`config.mk`:
```
export PLATFORM = sky130hd
export DESIGN_NAME = hpp_port
export DESIGN_NICKNAME = d
export VERILOG_FILES = /design/src/hdl/hpp_pkg.sv /design/src/hdl/hpp_port.sv
export SDC_FILE = /design/constraint.sdc
export NUM_CORES = 1
export LEC_CHECK = 0
export ABC_AREA = 1
export BUFFER_PORTS_ARGS = -buffer_cell sky130_fd_sc_hd__buf_2
export CORE_UTILIZATION = 50
export CTS_BUF_LIST = sky130_fd_sc_hd__clkbuf_16
export DETAILED_ROUTE_END_ITERATION = 10
export PLACE_DENSITY = 0.82
export SLEW_MARGIN = 10
export SYNTH_ARGS = -nofsm -noshare
export SYNTH_HDL_FRONTEND = slang
export SYNTH_SLANG_ARGS = --single-unit
```
`constraint.sdc`:
```
create_clock -name clk -period 1.85 [get_ports clk]
set_clock_uncertainty 0.2 [all_clocks]
set_input_delay 0.185 -clock clk [delete_from_list [all_inputs] [get_ports clk]]
set_output_delay 0.185 -clock clk [all_outputs]
set_load 0.02 [all_outputs]
```
`src/hdl/hpp_pkg.sv`:
```
// Constants and carrier types for the host processor bus port.
// Assumes one 40 MHz system clock and a synchronous active-high reset.
package hpp_pkg;

  ////////////////////////////////////////////////////////////////////////
  // Widths
  localparam int ADDR_W = 5;
  localparam int DATA_W = 16;
  localparam int BYTE_W = 8;

  ////////////////////////////////////////////////////////////////////////
  // Field positions and reset values
  localparam int LO_MSB = 7;
  localparam int HI_LSB = 8;
  localparam logic [BYTE_W-1:0] BYTE_RST = 8'h00;
  localparam logic [DATA_W-1:0] WORD_RST = 16'h0000;
  localparam logic [ADDR_W-1:0] ADDR_RST = 5'h00;
  localparam logic STYLE_DS = 1'b0;
  localparam logic STYLE_SEP = 1'b1;

  ////////////////////////////////////////////////////////////////////////
  // Timing: synchroniser depth and clock period
  localparam int SYNC_STAGES = 2;
  localparam int CLK_PERIOD_NS = 25;

  ////////////////////////////////////////////////////////////////////////
  // Transfer state machine
  typedef enum logic [1:0] {
    HPP_IDLE = 2'b00,
    HPP_READ = 2'b01,
    HPP_WRITE = 2'b10
  } hpp_state_e;

  // Pins sampled from the processor side
  typedef struct packed {
    logic cs_n;
    logic rd_ds_n;
    logic wr_rw_n;
    logic ale;
    logic addr_mux_mode;
    logic bus_width_select;
    logic [ADDR_W-1:0] addr;
    logic [DATA_W-1:0] data;
  } hpp_pin_s;

  // Register access request towards the device core
  typedef struct packed {
    logic [ADDR_W-1:0] addr;
    logic [DATA_W-1:0] wdata;
    logic we;
    logic re;
  } hpp_req_s;

endpackage

```
`src/hdl/hpp_port.sv`:
```
// Host processor bus port: strobe decode, address latch, data and
// interrupt pin drivers. Assumes pins are asynchronous to clk and the
// core answers reg_rdata in the same cycle as the read request pulse.
//
// How it works
// - Device select low is required; strobes are ignored while select is high.
// - Separate-strobe style: read strobe returns addressed register on data bus.
// - Separate-strobe style: write strobe stores data bus into addressed register.
// - Data-strobe read: device drives valid data while strobe stays asserted.
// - Data-strobe style: one direction line chooses read or write.
// - Multiplexed mode: latch transparent while latch enable high, holds at fall.
// - Latch enable high after reset picks separate strobes; data-strobe style holds only until then.
// - Width select low gives 8-bit bus, high gives 16-bit bus.
// - Five-bit address, taken straight from pins in non-multiplexed mode.
// - Interrupt pin: push-pull either polarity, or open-drain.
// - Interrupt asserted while pending; released to high impedance in reset.
// - Open-drain interrupt only pulls low, allowing a shared wired line.
// - System reset forces every register except the pin synchronisers into its reset state.
// - In 16-bit mode general-purpose pins carry upper data byte.
`timescale 1ns/100ps

module hpp_port (
  input wire logic clk,
  input wire logic rst,
  input wire hpp_pkg::hpp_pin_s pin_in,
  output logic [hpp_pkg::BYTE_W-1:0] data_lo_out,
  output logic data_lo_oe,
  output logic [hpp_pkg::BYTE_W-1:0] data_hi_out,
  output logic data_hi_oe,
  output logic interrupt_request_out,
  output logic interrupt_request_oe,
  output hpp_pkg::hpp_req_s reg_req,
  input wire logic [hpp_pkg::DATA_W-1:0] reg_rdata,
  input wire logic irq_pending,
  input wire logic irq_open_drain,
  input wire logic irq_active_high,
  input wire logic [hpp_pkg::BYTE_W-1:0] gpio_out,
  input wire logic [hpp_pkg::BYTE_W-1:0] gpio_oe,
  output logic [hpp_pkg::BYTE_W-1:0] gpio_in,
  output logic bus_style_sep
);

  ////////////////////////////////////////////////////////////////////////
  // Pin synchronisers
  hpp_pkg::hpp_pin_s pin_s1_q;
  hpp_pkg::hpp_pin_s pin_s2_q;

  always_ff @(posedge clk) begin
    pin_s1_q <= pin_in;
    pin_s2_q <= pin_s1_q;
  end

  ////////////////////////////////////////////////////////////////////////
  // Declarations
  hpp_pkg::hpp_state_e state_q;
  hpp_pkg::hpp_state_e state_d;
  hpp_pkg::hpp_req_s req_q;
  hpp_pkg::hpp_req_s req_d;
  logic style_q;
  logic [hpp_pkg::ADDR_W-1:0] addr_lat_q;
  logic [hpp_pkg::BYTE_W-1:0] data_lo_q;
  logic [hpp_pkg::BYTE_W-1:0] data_hi_q;
  logic data_lo_oe_q;
  logic data_hi_oe_q;
  logic [hpp_pkg::BYTE_W-1:0] gpio_in_q;
  logic irq_out_q;
  logic irq_oe_q;

  ////////////////////////////////////////////////////////////////////////
  // Strobe decode
  wire sel = ~pin_s2_q.cs_n;
  wire sep_rd = ~pin_s2_q.rd_ds_n;
  wire sep_wr = ~pin_s2_q.wr_rw_n;
  wire ds_on = ~pin_s2_q.rd_ds_n;
  wire ds_rd = ds_on & pin_s2_q.wr_rw_n;
  wire ds_wr = ds_on & ~pin_s2_q.wr_rw_n;
  wire rd_act = sel & (style_q ? sep_rd : ds_rd);
  wire wr_act = sel & (style_q ? sep_wr : ds_wr);
  wire wide = pin_s2_q.bus_width_select;

  // Address and write data selection
  wire [hpp_pkg::ADDR_W-1:0] addr_eff = pin_s2_q.addr_mux_mode ? addr_lat_q : pin_s2_q.addr;
  wire [hpp_pkg::BYTE_W-1:0] wd_hi = wide ? pin_s2_q.data[hpp_pkg::DATA_W-1:hpp_pkg::HI_LSB] : hpp_pkg::BYTE_RST;
  wire [hpp_pkg::DATA_W-1:0] wdata_eff = {wd_hi, pin_s2_q.data[hpp_pkg::LO_MSB:0]};

  // Upper pins: data byte in 16-bit mode, general-purpose otherwise
  wire hi_rd_drive = wide & (state_q == hpp_pkg::HPP_READ) & rd_act;
  wire lo_rd_drive = (state_q == hpp_pkg::HPP_READ) & rd_act;
  wire [hpp_pkg::BYTE_W-1:0] hi_d = wide ? reg_rdata[hpp_pkg::DATA_W-1:hpp_pkg::HI_LSB] : gpio_out;
  wire gpio_drv = ~wide & (|gpio_oe);

  // Interrupt drive
  wire irq_pp_level = irq_pending ~^ irq_active_high;
  wire irq_oe_d = irq_open_drain ? irq_pending : 1'b1;
  wire irq_out_d = irq_open_drain ? 1'b0 : irq_pp_level;

  ////////////////////////////////////////////////////////////////////////
  // Bus style and address latch
  always_ff @(posedge clk) begin
    if (rst) begin
      style_q <= hpp_pkg::STYLE_DS;
    end else if (pin_s2_q.ale) begin
      style_q <= hpp_pkg::STYLE_SEP;
    end
  end

  always_ff @(posedge clk) begin
    if (rst) begin
      addr_lat_q <= hpp_pkg::ADDR_RST;
    end else if (pin_s2_q.ale) begin
      addr_lat_q <= pin_s2_q.addr;
    end
  end

  ////////////////////////////////////////////////////////////////////////
  // Transfer state machine
  always_comb begin
    state_d = state_q;
    req_d = req_q;
    req_d.re = 1'b0;
    req_d.we = 1'b0;
    case (state_q)
      hpp_pkg::HPP_IDLE: begin
        if (rd_act) begin
          state_d = hpp_pkg::HPP_READ;
          req_d.addr = addr_eff;
          req_d.re = 1'b1;
        end else if (wr_act) begin
          state_d = hpp_pkg::HPP_WRITE;
          req_d.addr = addr_eff;
          req_d.wdata = wdata_eff;
        end
      end
      hpp_pkg::HPP_READ: begin
        if (!rd_act) begin
          state_d = hpp_pkg::HPP_IDLE;
        end
      end
      hpp_pkg::HPP_WRITE: begin
        if (wr_act) begin
          req_d.wdata = wdata_eff;
        end else begin
          state_d = hpp_pkg::HPP_IDLE;
          req_d.we = 1'b1;
        end
      end
      default: begin
        state_d = hpp_pkg::HPP_IDLE;
      end
    endcase
  end

  always_ff @(posedge clk) begin
    if (rst) begin
      state_q <= hpp_pkg::HPP_IDLE;
      req_q <= '0;
    end else begin
      state_q <= state_d;
      req_q <= req_d;
    end
  end

  ////////////////////////////////////////////////////////////////////////
  // Data pin drivers
  always_ff @(posedge clk) begin
    if (rst) begin
      data_lo_oe_q <= 1'b0;
      data_hi_oe_q <= 1'b0;
    end else begin
      data_lo_oe_q <= lo_rd_drive;
      data_hi_oe_q <= hi_rd_drive | gpio_drv;
    end
  end

  always_ff @(posedge clk) begin
    if (rst) begin
      data_lo_q <= hpp_pkg::BYTE_RST;
      data_hi_q <= hpp_pkg::BYTE_RST;
      gpio_in_q <= hpp_pkg::BYTE_RST;
    end else begin
      if (req_q.re) begin
        data_lo_q <= reg_rdata[hpp_pkg::LO_MSB:0];
      end
      if (req_q.re || !wide) begin
        data_hi_q <= hi_d;
      end
      if (!wide) begin
        gpio_in_q <= pin_s2_q.data[hpp_pkg::DATA_W-1:hpp_pkg::HI_LSB];
      end
    end
  end

  ////////////////////////////////////////////////////////////////////////
  // Interrupt pin
  always_ff @(posedge clk) begin
    if (rst) begin
      irq_out_q <= 1'b0;
      irq_oe_q <= 1'b0;
    end else begin
      irq_out_q <= irq_out_d;
      irq_oe_q <= irq_oe_d;
    end
  end

  ////////////////////////////////////////////////////////////////////////
  // Outputs
  assign data_lo_out = data_lo_q;
  assign data_lo_oe = data_lo_oe_q;
  assign data_hi_out = data_hi_q;
  assign data_hi_oe = data_hi_oe_q;
  assign interrupt_request_out = irq_out_q;
  assign interrupt_request_oe = irq_oe_q;
  assign reg_req = req_q;
  assign gpio_in = gpio_in_q;
  assign bus_style_sep = style_q;
endmodule // hpp_port

```
* Yosys cells after proc, flatten, opt, wreduce, memory -nomap -nowiden
Index checks and enable logic that the tools add are counted.
Storage, ports and cells: word-level logic and storage cells 84, flip-flop bits (word level) 113, input bits 64, output and inout bits 52
Cells by class: equal/unequal tests 8, bitwise operators 16, mux-type cells 18, reductions and logical operators 12
Operator list (number):
- two-way mux 16 bit | 2
- one-hot mux 16 bit (2 select lines) | 1
- two-way mux 21 bit | 1
- two-way mux 8 bit | 2
- two-way mux 5 bit | 2
- != test 2 bit, second input constant | 5
- bitwise AND 1 bit | 8
- two-way mux 2 bit | 4
- OR reduction 8 bit | 1
- inverter 1 bit | 6
- one-hot mux 2 bit (3 select lines) | 1
- OR reduction 2 bit | 3
- two-way mux 1 bit | 5
- AND reduction 4 bit | 1
- nonzero test 2 bit | 2
- != test 3 bit, second input constant | 1
- AND reduction 3 bit | 1
- equality test 2 x 1 -> 1 bit, second input constant | 1
- equality test 2 bit, second input constant | 1
- zero test 2 bit | 1
- AND reduction 2 bit | 1
- zero test 1 bit | 1
- logical OR 1 bit | 1
- OR 1 bit | 1
- bitwise XNOR 1 bit | 1

* Depth between registers and ports, before layout
Gate-level depths: netlist (run 1).
depth after elaboration 7, mapped depth 8

* Worst setup path before layout (run 1)
No wires, ideal clock.
path kind register to register, start point reg style_q (netlist: bus_style_sep), end point reg req_q, in the netlist reg_req[8], path buffers 1, cell stages (with the launch flop) 9, data arrival time 1158 ps, required time 1537 ps, path slack 379 ps, setup time 113 ps, cells stage by stage dfxtp_1 -> inv_1 -> nand2_4 -> nand2_4 -> nor2_8 -> buf_8 -> nand3b_1 -> nand2_1 -> nor2_1
On the way: word-level cells in the longest chain between the ends 4, elaborated cells on any way between the ends 8
RTL lines:
- start, declared | line hpp_port.sv:59 | logic style_q;
- start signal, assigned | line hpp_port.sv:101 | style_q <= hpp_pkg::STYLE_DS;
- start signal, assigned | line hpp_port.sv:103 | style_q <= hpp_pkg::STYLE_SEP;
- two-way mux 1 bit, on equally long branches | line hpp_port.sv:78, hpp_port.sv:77
- bitwise AND 1 bit, on equally long branches | line hpp_port.sv:78, hpp_port.sv:77
- != test 2 bit (no source line)
- AND reduction 4 bit (no source line) (*)
- end signal, assigned | line hpp_port.sv:159 | req_q <= req_d;
- end, declared | line hpp_port.sv:57 | hpp_pkg::hpp_req_s req_q;
Mark *: on every way between the ends. The rest lies on a longest branch, timed or not. A chain may end at the register's enable or synchronous reset.

* Final worst setup path (run 1)
start point reg req_q, in the netlist reg_req[0], end point out reg_req[0] (netlist name)
RTL lines:
- end, declared | line hpp_port.sv:32 | output hpp_pkg::hpp_req_s reg_req,
No word-level cell between the ends.

==> impl_metrics.csv, run 1 <==
group,metric,value,unit
status,status,"finished, final reports clean",
layout,layout-drive-gt1-share,29.7,%
synthesis,yosys.area.top_type,"dfxtp_1",
job,maxCapViolations,0,
clock_tree,clock_path_buffers,2,
timing,setup_viol_count_final,0,
layout,syn_to_final_growth,49.5,%
timing,finalMaxSlewViolations,0,
timing,hold_viol_final,0,
layout,diodes,0,
clock_tree,cts_tree,"yes",
die,row_count,30,
synthesis,ys_top_cells_by_count,"dfxtp_1, nand2_1, nor2_1, nand3_1, o21ai_0",
critical_path,start_kind,"flop",
clock_tree,htree_levels,4,
global_routing,grt_use_met3,8.63,%
place,portBuffers,115,
synthesis,ys_seq_elements,113,
place,gp_congestion,0.707,
global_routing,grt_pass1_wl,13500,µm
timing,holdWs,0.122,ns
global_routing,grt_max_degree,29,
timing,slew_headroom,66.5,%
routing,firstDrtPassIters,4,
global_routing,top_usage_layer,"met2",
synthesis,synth_area_per_cell,9.33,µm²
critical_path,cp.required,1.46,ns
clock_tree,post_cts_resized,0,
global_routing,grtUsageMet1,22.6,%
pwr,power.density,1200,mW/mm²
timing,period_minus_slack,1.66,ns
layout,nFillCells,448,
die,die_height,87.1,µm
global_routing,gr-usage-met2,46.6,%
routing,drt_wl_total,8980,µm
layout,multiInputGateArea,0.00114,mm²
pwr,totalPowerFinal,6470,µW
critical_path,critPathKind,"reg2out",
synthesis,synth_fp_nets,452,
synthesis,ys_warn_count,0,
critical_path,critPathMaxStageDelay,0.63,ns
clock_tree,cts_buffers,17,
die,die_x,87.1,µm
routing,ant_nets,0,
place,dp_hpwl,5130,µm
global_routing,first_global_vias,3090,
clock_tree,clock_sinks,113,
min_path,hold_path_class,"reg2reg",
timing,min_period_over_period,90.0,%
synthesis,ys_seq_area_share,62.5,%
synthesis,syn_area,0.00362,mm²
synthesis,synth_top_area_share,62.5,%
place,placed_area,0.00423,mm²
synthesis,netlist_instances,388,
timing,grt_setup_unrepaired,"no",
global_routing,globalRouteOverflowTotal,0,
synthesis,yosys_most_used_dff,"dfxtp_1",
critical_path,worstPathMaxFanout,12,
critical_path,slowest_stage,"dfxtp_1",
global_routing,antenna_found_initial,0,
routing,vias_per_cell,4.66,
critical_path,crit_family,"flip-flops",
timing,tightest_slew,0.502,ns
layout,seq_area,0.00226,mm²
timing,fmax,601,MHz
die,core_area,0.00691,mm²
clock_tree,cts.clk_slew.worst_paths,0.05,ns
critical_path,crit_buf_inv,1,
die,initial_core_util,52.4,%
critical_path,arrival,1.28,ns
critical_path,worstPathCellList,"buf_2",
routing,drc,0,
synthesis,synthDistinctLibCells,25,
routing,drt_iter0_drc,127,
routing,vias,3144,
synthesis,synth.most_common_cell,"dfxtp_1",
clock_tree,post_cts_buffers,0,
synthesis,synth_edf_count,0,
pwr,p_leak,0.00264,µW
die,pin_count,116,
clock_tree,insertion_delay,0.40,ns
pwr,vdd_drop_max,935,µV
place,post-place-ws,0.282,ns
die,dieArea,0.00758,mm²
critical_path,end_kind,"output port",
layout,num-nets-final,631,
synthesis,yosys-top-cells-area,"dfxtp_1, nand2_1, nor2_1",
global_routing,grtUsageTotal,24.1,%
clock_tree,cts_root_buf,"clkbuf_16",
layout,finalInstanceArea,0.00541,mm²
timing,finalWorstSetupSlack,0.186,ns
routing,detail_route.wl_per_cell,13.3,µm
synthesis,async_flop_share,0,%
timing,tns,0,ns
==> flip-flops by register name, indices dropped and copies added, names as in the netlist <==
| signal | count |
|---|---|
| pin_s1_q | 27 |
| pin_s2_q | 26 |
| reg_req | 23 |
| data_hi_out | 8 |
| data_lo_out | 8 |
| gpio_in | 8 |
| addr_lat_q | 5 |
| state_q | 2 |
| bus_style_sep | 1 |
| data_hi_oe | 1 |
| data_lo_oe | 1 |
| interrupt_request_oe | 1 |
| interrupt_request_out | 1 |
| wide | 1 |
==> worst paths after layout <==
check | from | endpoint | slack [ns] | cells past startpoint
max reg2reg | wide | data_hi_oe | 0.19 | 5
max | reg_req[0] | reg_req[0] | 0.19 | 1
min | pin_s1_q[26] | pin_s2_q[26] | 0.12 | 0
min reg2reg | pin_s1_q[26] | pin_s2_q[26] | 0.12 | 0
==> cells in the final DEF, fill, tap and decap left out <==
cell type	n
nor2_8	1
clkinv_2	5
nor2_2	1
or2_2	1
buf_4	5
nand2_4	3
nor2_1	60
bufinv_16	4
buf_2	115
nand2_2	2
a21oi_2	10
inv_2	1
nand3b_1	8
clkinv_1	3
inv_1	26
clkinvlp_4	2
nor3_1	3
nor2_4	3
nand3_1	28
nand2_1	64
a21oi_1	16
dlygate4sd3_1	58
o21ai_0	28
clkbuf_16	17
dfxtp_1	113
nand3_4	2
==> where the power goes <==
| part | total, µW | switching (µW) | leakage (µW) | internal (µW) |
|---|---|---|---|---|
| logic | 568 | 311 | 0.00141 | 257 |
| clock network | 3250 | 1040 | 0.000291 | 2210 |
| registers | 2650 | 71.1 | 0.000941 | 2580 |
==> cell type report <==
cell class / instances / area share [%]
Multi-Input combinational cell: 230 / 21.0
Clock inverter: 14 / 3.17
Timing Repair Buffer: 178 / 22.1
Inverter: 27 / 1.87
Sequential cell: 113 / 41.8
Tap cell: 96 / 2.22
Clock buffer: 17 / 7.86
==> cell families (layout without fill, tap and decap cells) <==
kind of cell,count (synthesis),in the layout,synth area share (%)
AND/OR/NAND/NOR,176,176,22.9
buffers and inverters,45,236,6.12
AO/OA/AOI/OAI,54,54,8.50
flip-flops,113,113,62.5
==> per-stage QoR <==
step,instances,util [%]
after floorplan,388,-
after global placement,586,61.3
after detailed placement,586,61.3
after CTS,675,78.3
after global routing,675,78.3
final,675,78.3
==> routing by layer <==
layer  wire, µm  part of all wire, %
met4        123                  1.4
met1       3430                   38
met5          0                    0
met3        634                  7.1
met2       4790                   53
==> what timing repair did <==
| action | 4_1_cts | 5_1_grt |
|---|---|---|
| hold endpoints to repair | 56 | 1 |
| setup endpoints to repair | 0 | 1 |
| hold buffers | 58 | 1 |
Power figures use the tool's default switching activity.
==> run 2, diff against run 1 <==
--- a/config.mk
+++ b/config.mk
@@ -7,7 +7,9 @@
 export LEC_CHECK = 0
 export ABC_AREA = 1
 export BUFFER_PORTS_ARGS = -buffer_cell sky130_fd_sc_hd__buf_2
-export CORE_UTILIZATION = 50
+export CELL_PAD_IN_SITES_DETAIL_PLACEMENT = 0
+export CELL_PAD_IN_SITES_GLOBAL_PLACEMENT = 1
+export CORE_UTILIZATION = 37
 export CTS_BUF_LIST = sky130_fd_sc_hd__clkbuf_16
 export DETAILED_ROUTE_END_ITERATION = 10
 export PLACE_DENSITY = 0.82
==> impl_metrics.csv, run 2 (same netlist as run 1, synthesis figures left out) <==
group,metric,value,unit
timing,tightest_slew,0.531,ns
clock_tree,hold_buffers,58,
timing,grt_setup_unrepaired,"no",
routing,vias_per_cell,4.31,
layout,largest_reg_flops,27,
layout,syn_to_final_growth,51.2,%
timing,setup_viol_count_final,0,
critical_path,arrival,1.32,ns
global_routing,antenna_found_initial,0,
critical_path,crit_buf_inv,1,
clock_tree,cts.clk_slew.worst_paths,0.05,ns
min_path,hold_path_class,"reg2reg",
global_routing,globalRouteOverflowTotal,0,
layout,layout-drive-gt1-share,29.6,%
timing,slew_headroom,64.6,%
critical_path,critPathKind,"reg2out",
routing,ant_nets,0,
critical_path,cp.required,1.46,ns
pwr,totalPowerFinal,6530,µW
timing,min_period_over_period,92.0,%
place,portBuffers,115,
routing,drc,0,
clock_tree,post_cts_resized,0,
layout,diodes,0,
critical_path,end_kind,"output port",
layout,instances_no_fill,707,
critical_path,r2r_end,"data_hi_oe",
routing,firstDrtPassIters,4,
place,dp_hpwl,5150,µm
clock_tree,cts_root_buf,"clkbuf_16",
critical_path,critPathMaxStageDelay,0.65,ns
critical_path,r2r_start,"wide",
critical_path,r2r_slack,0.20,ns
status,status,"finished, final reports clean",
timing,fmax,587,MHz
routing,vias,3049,
clock_tree,htree_levels,4,
routing,drt_iter0_drc,49,
routing,drt_wl_total,8200,µm
critical_path,endpoint,"reg_req[0]",
layout,multiInputGateArea,0.00114,mm²
layout,final_cell_mix,"buf_2, dfxtp_1, nand2_1",
clock_tree,clock_path_buffers,2,
layout,regMostFlops,"pin_s1_q",
min_path,min_delay_path_depth,0,
critical_path,worstPathMaxFanout,13,
routing,wl_met3,430,µm
global_routing,grt_pass1_wl,13100,µm
timing,finalMaxSlewViolations,0,
routing,met1_length,3600,µm
timing,tns,0,ns
clock_tree,insertion_delay,0.40,ns
critical_path,start_kind,"flop",
die,die_x,101,µm
critical_path,slowest_stage,"dfxtp_1",
die,core_area,0.00937,mm²
routing,detail_route.wl_per_cell,11.6,µm
timing,hold_viol_final,0,
routing,topRoutingLayerUsed,"met4",
job,maxCapViolations,0,
layout,seq_area,0.00226,mm²
timing,period_minus_slack,1.70,ns
global_routing,first_global_vias,2955,
pwr,p_leak,0.00264,µW
die,pin_count,116,
die,dieArea,0.0102,mm²
pwr,power.density,1190,mW/mm²
critical_path,crit_family,"flip-flops",
die,die_height,101,µm
routing,dr_wl_met2,4080,µm
critical_path,crit_path_start,"reg_req[0]",
timing,holdWs,0.124,ns
clock_tree,post_cts_buffers,0,
global_routing,grtUsageTotal,17.1,%
critical_path,path_depth,1,
clock_tree,cts_buffers,17,
pwr,vdd_drop_max,698,µV
clock_tree,clock_sinks,113,
critical_path,r2r_cells,5,
die,row_count,35,
layout,num-nets-final,629,
global_routing,grt_max_degree,43,
place,place_inst,617,
clock_tree,cts_tree,"yes",
layout,nFillCells,825,
critical_path,worstPathCellList,"buf_2",
place,gp_congestion,0.768,
die,initial_core_util,38.6,%
layout,mostFrequentLayoutCell,"buf_2",
## run 2: through the flow
stage / utilization (%) / worst slack, ns / instance area [µm²]
floorplan: - / 0.379 / 3620
global placement: 45.6 / 0.262 / 4270
detailed placement: 45.6 / 0.208 / 4270
CTS: 58.4 / 0.157 / 5470
global route: 58.4 / 0.0602 / 5470
finish: 58.4 / 0.147 / 5470
## run 2: routing by layer
| layer | up-vias | GRT usage (%) |
|---|---|---|
| li1 | 1589 | - |
| met2 | 90 | 29.5 |
| met4 | 0 | 6.69 |
| met5 | - | 0 |
| met1 | 1361 | 18.6 |
| met3 | 9 | 7.07 |
## run 2: layout make-up
cell class                 count  share of cell area (%)
clock buffer                  17                    7.77
clock inverter                15                    3.54
inverter                      27                    1.85
multi-input combinational    230                    20.8
sequential                   113                    41.3
tap                          129                    2.95
timing repair buffer         176                    21.8
## run 2: worst min path at each step
stage / from / to / slack (ns)
after CTS: pin_s1_q[21] / wide / 0.12
after detailed placement: pin_in[20] / pin_s1_q[20] / 0.09
after global routing: pin_s1_q[9] / pin_s2_q[9] / 0.13
after global placement: pin_in[20] / pin_s1_q[20] / 0.09
final: pin_s1_q[21] / wide / 0.12
after floorplan: pin_in[0] / pin_s1_q[0] / 0.01
## run 2: where the power goes
group	internal, µW	total [µW]	switching [µW]
Sequential	2570	2650	70.6
Clock	2240	3340	1100
Combinational	256	552	296
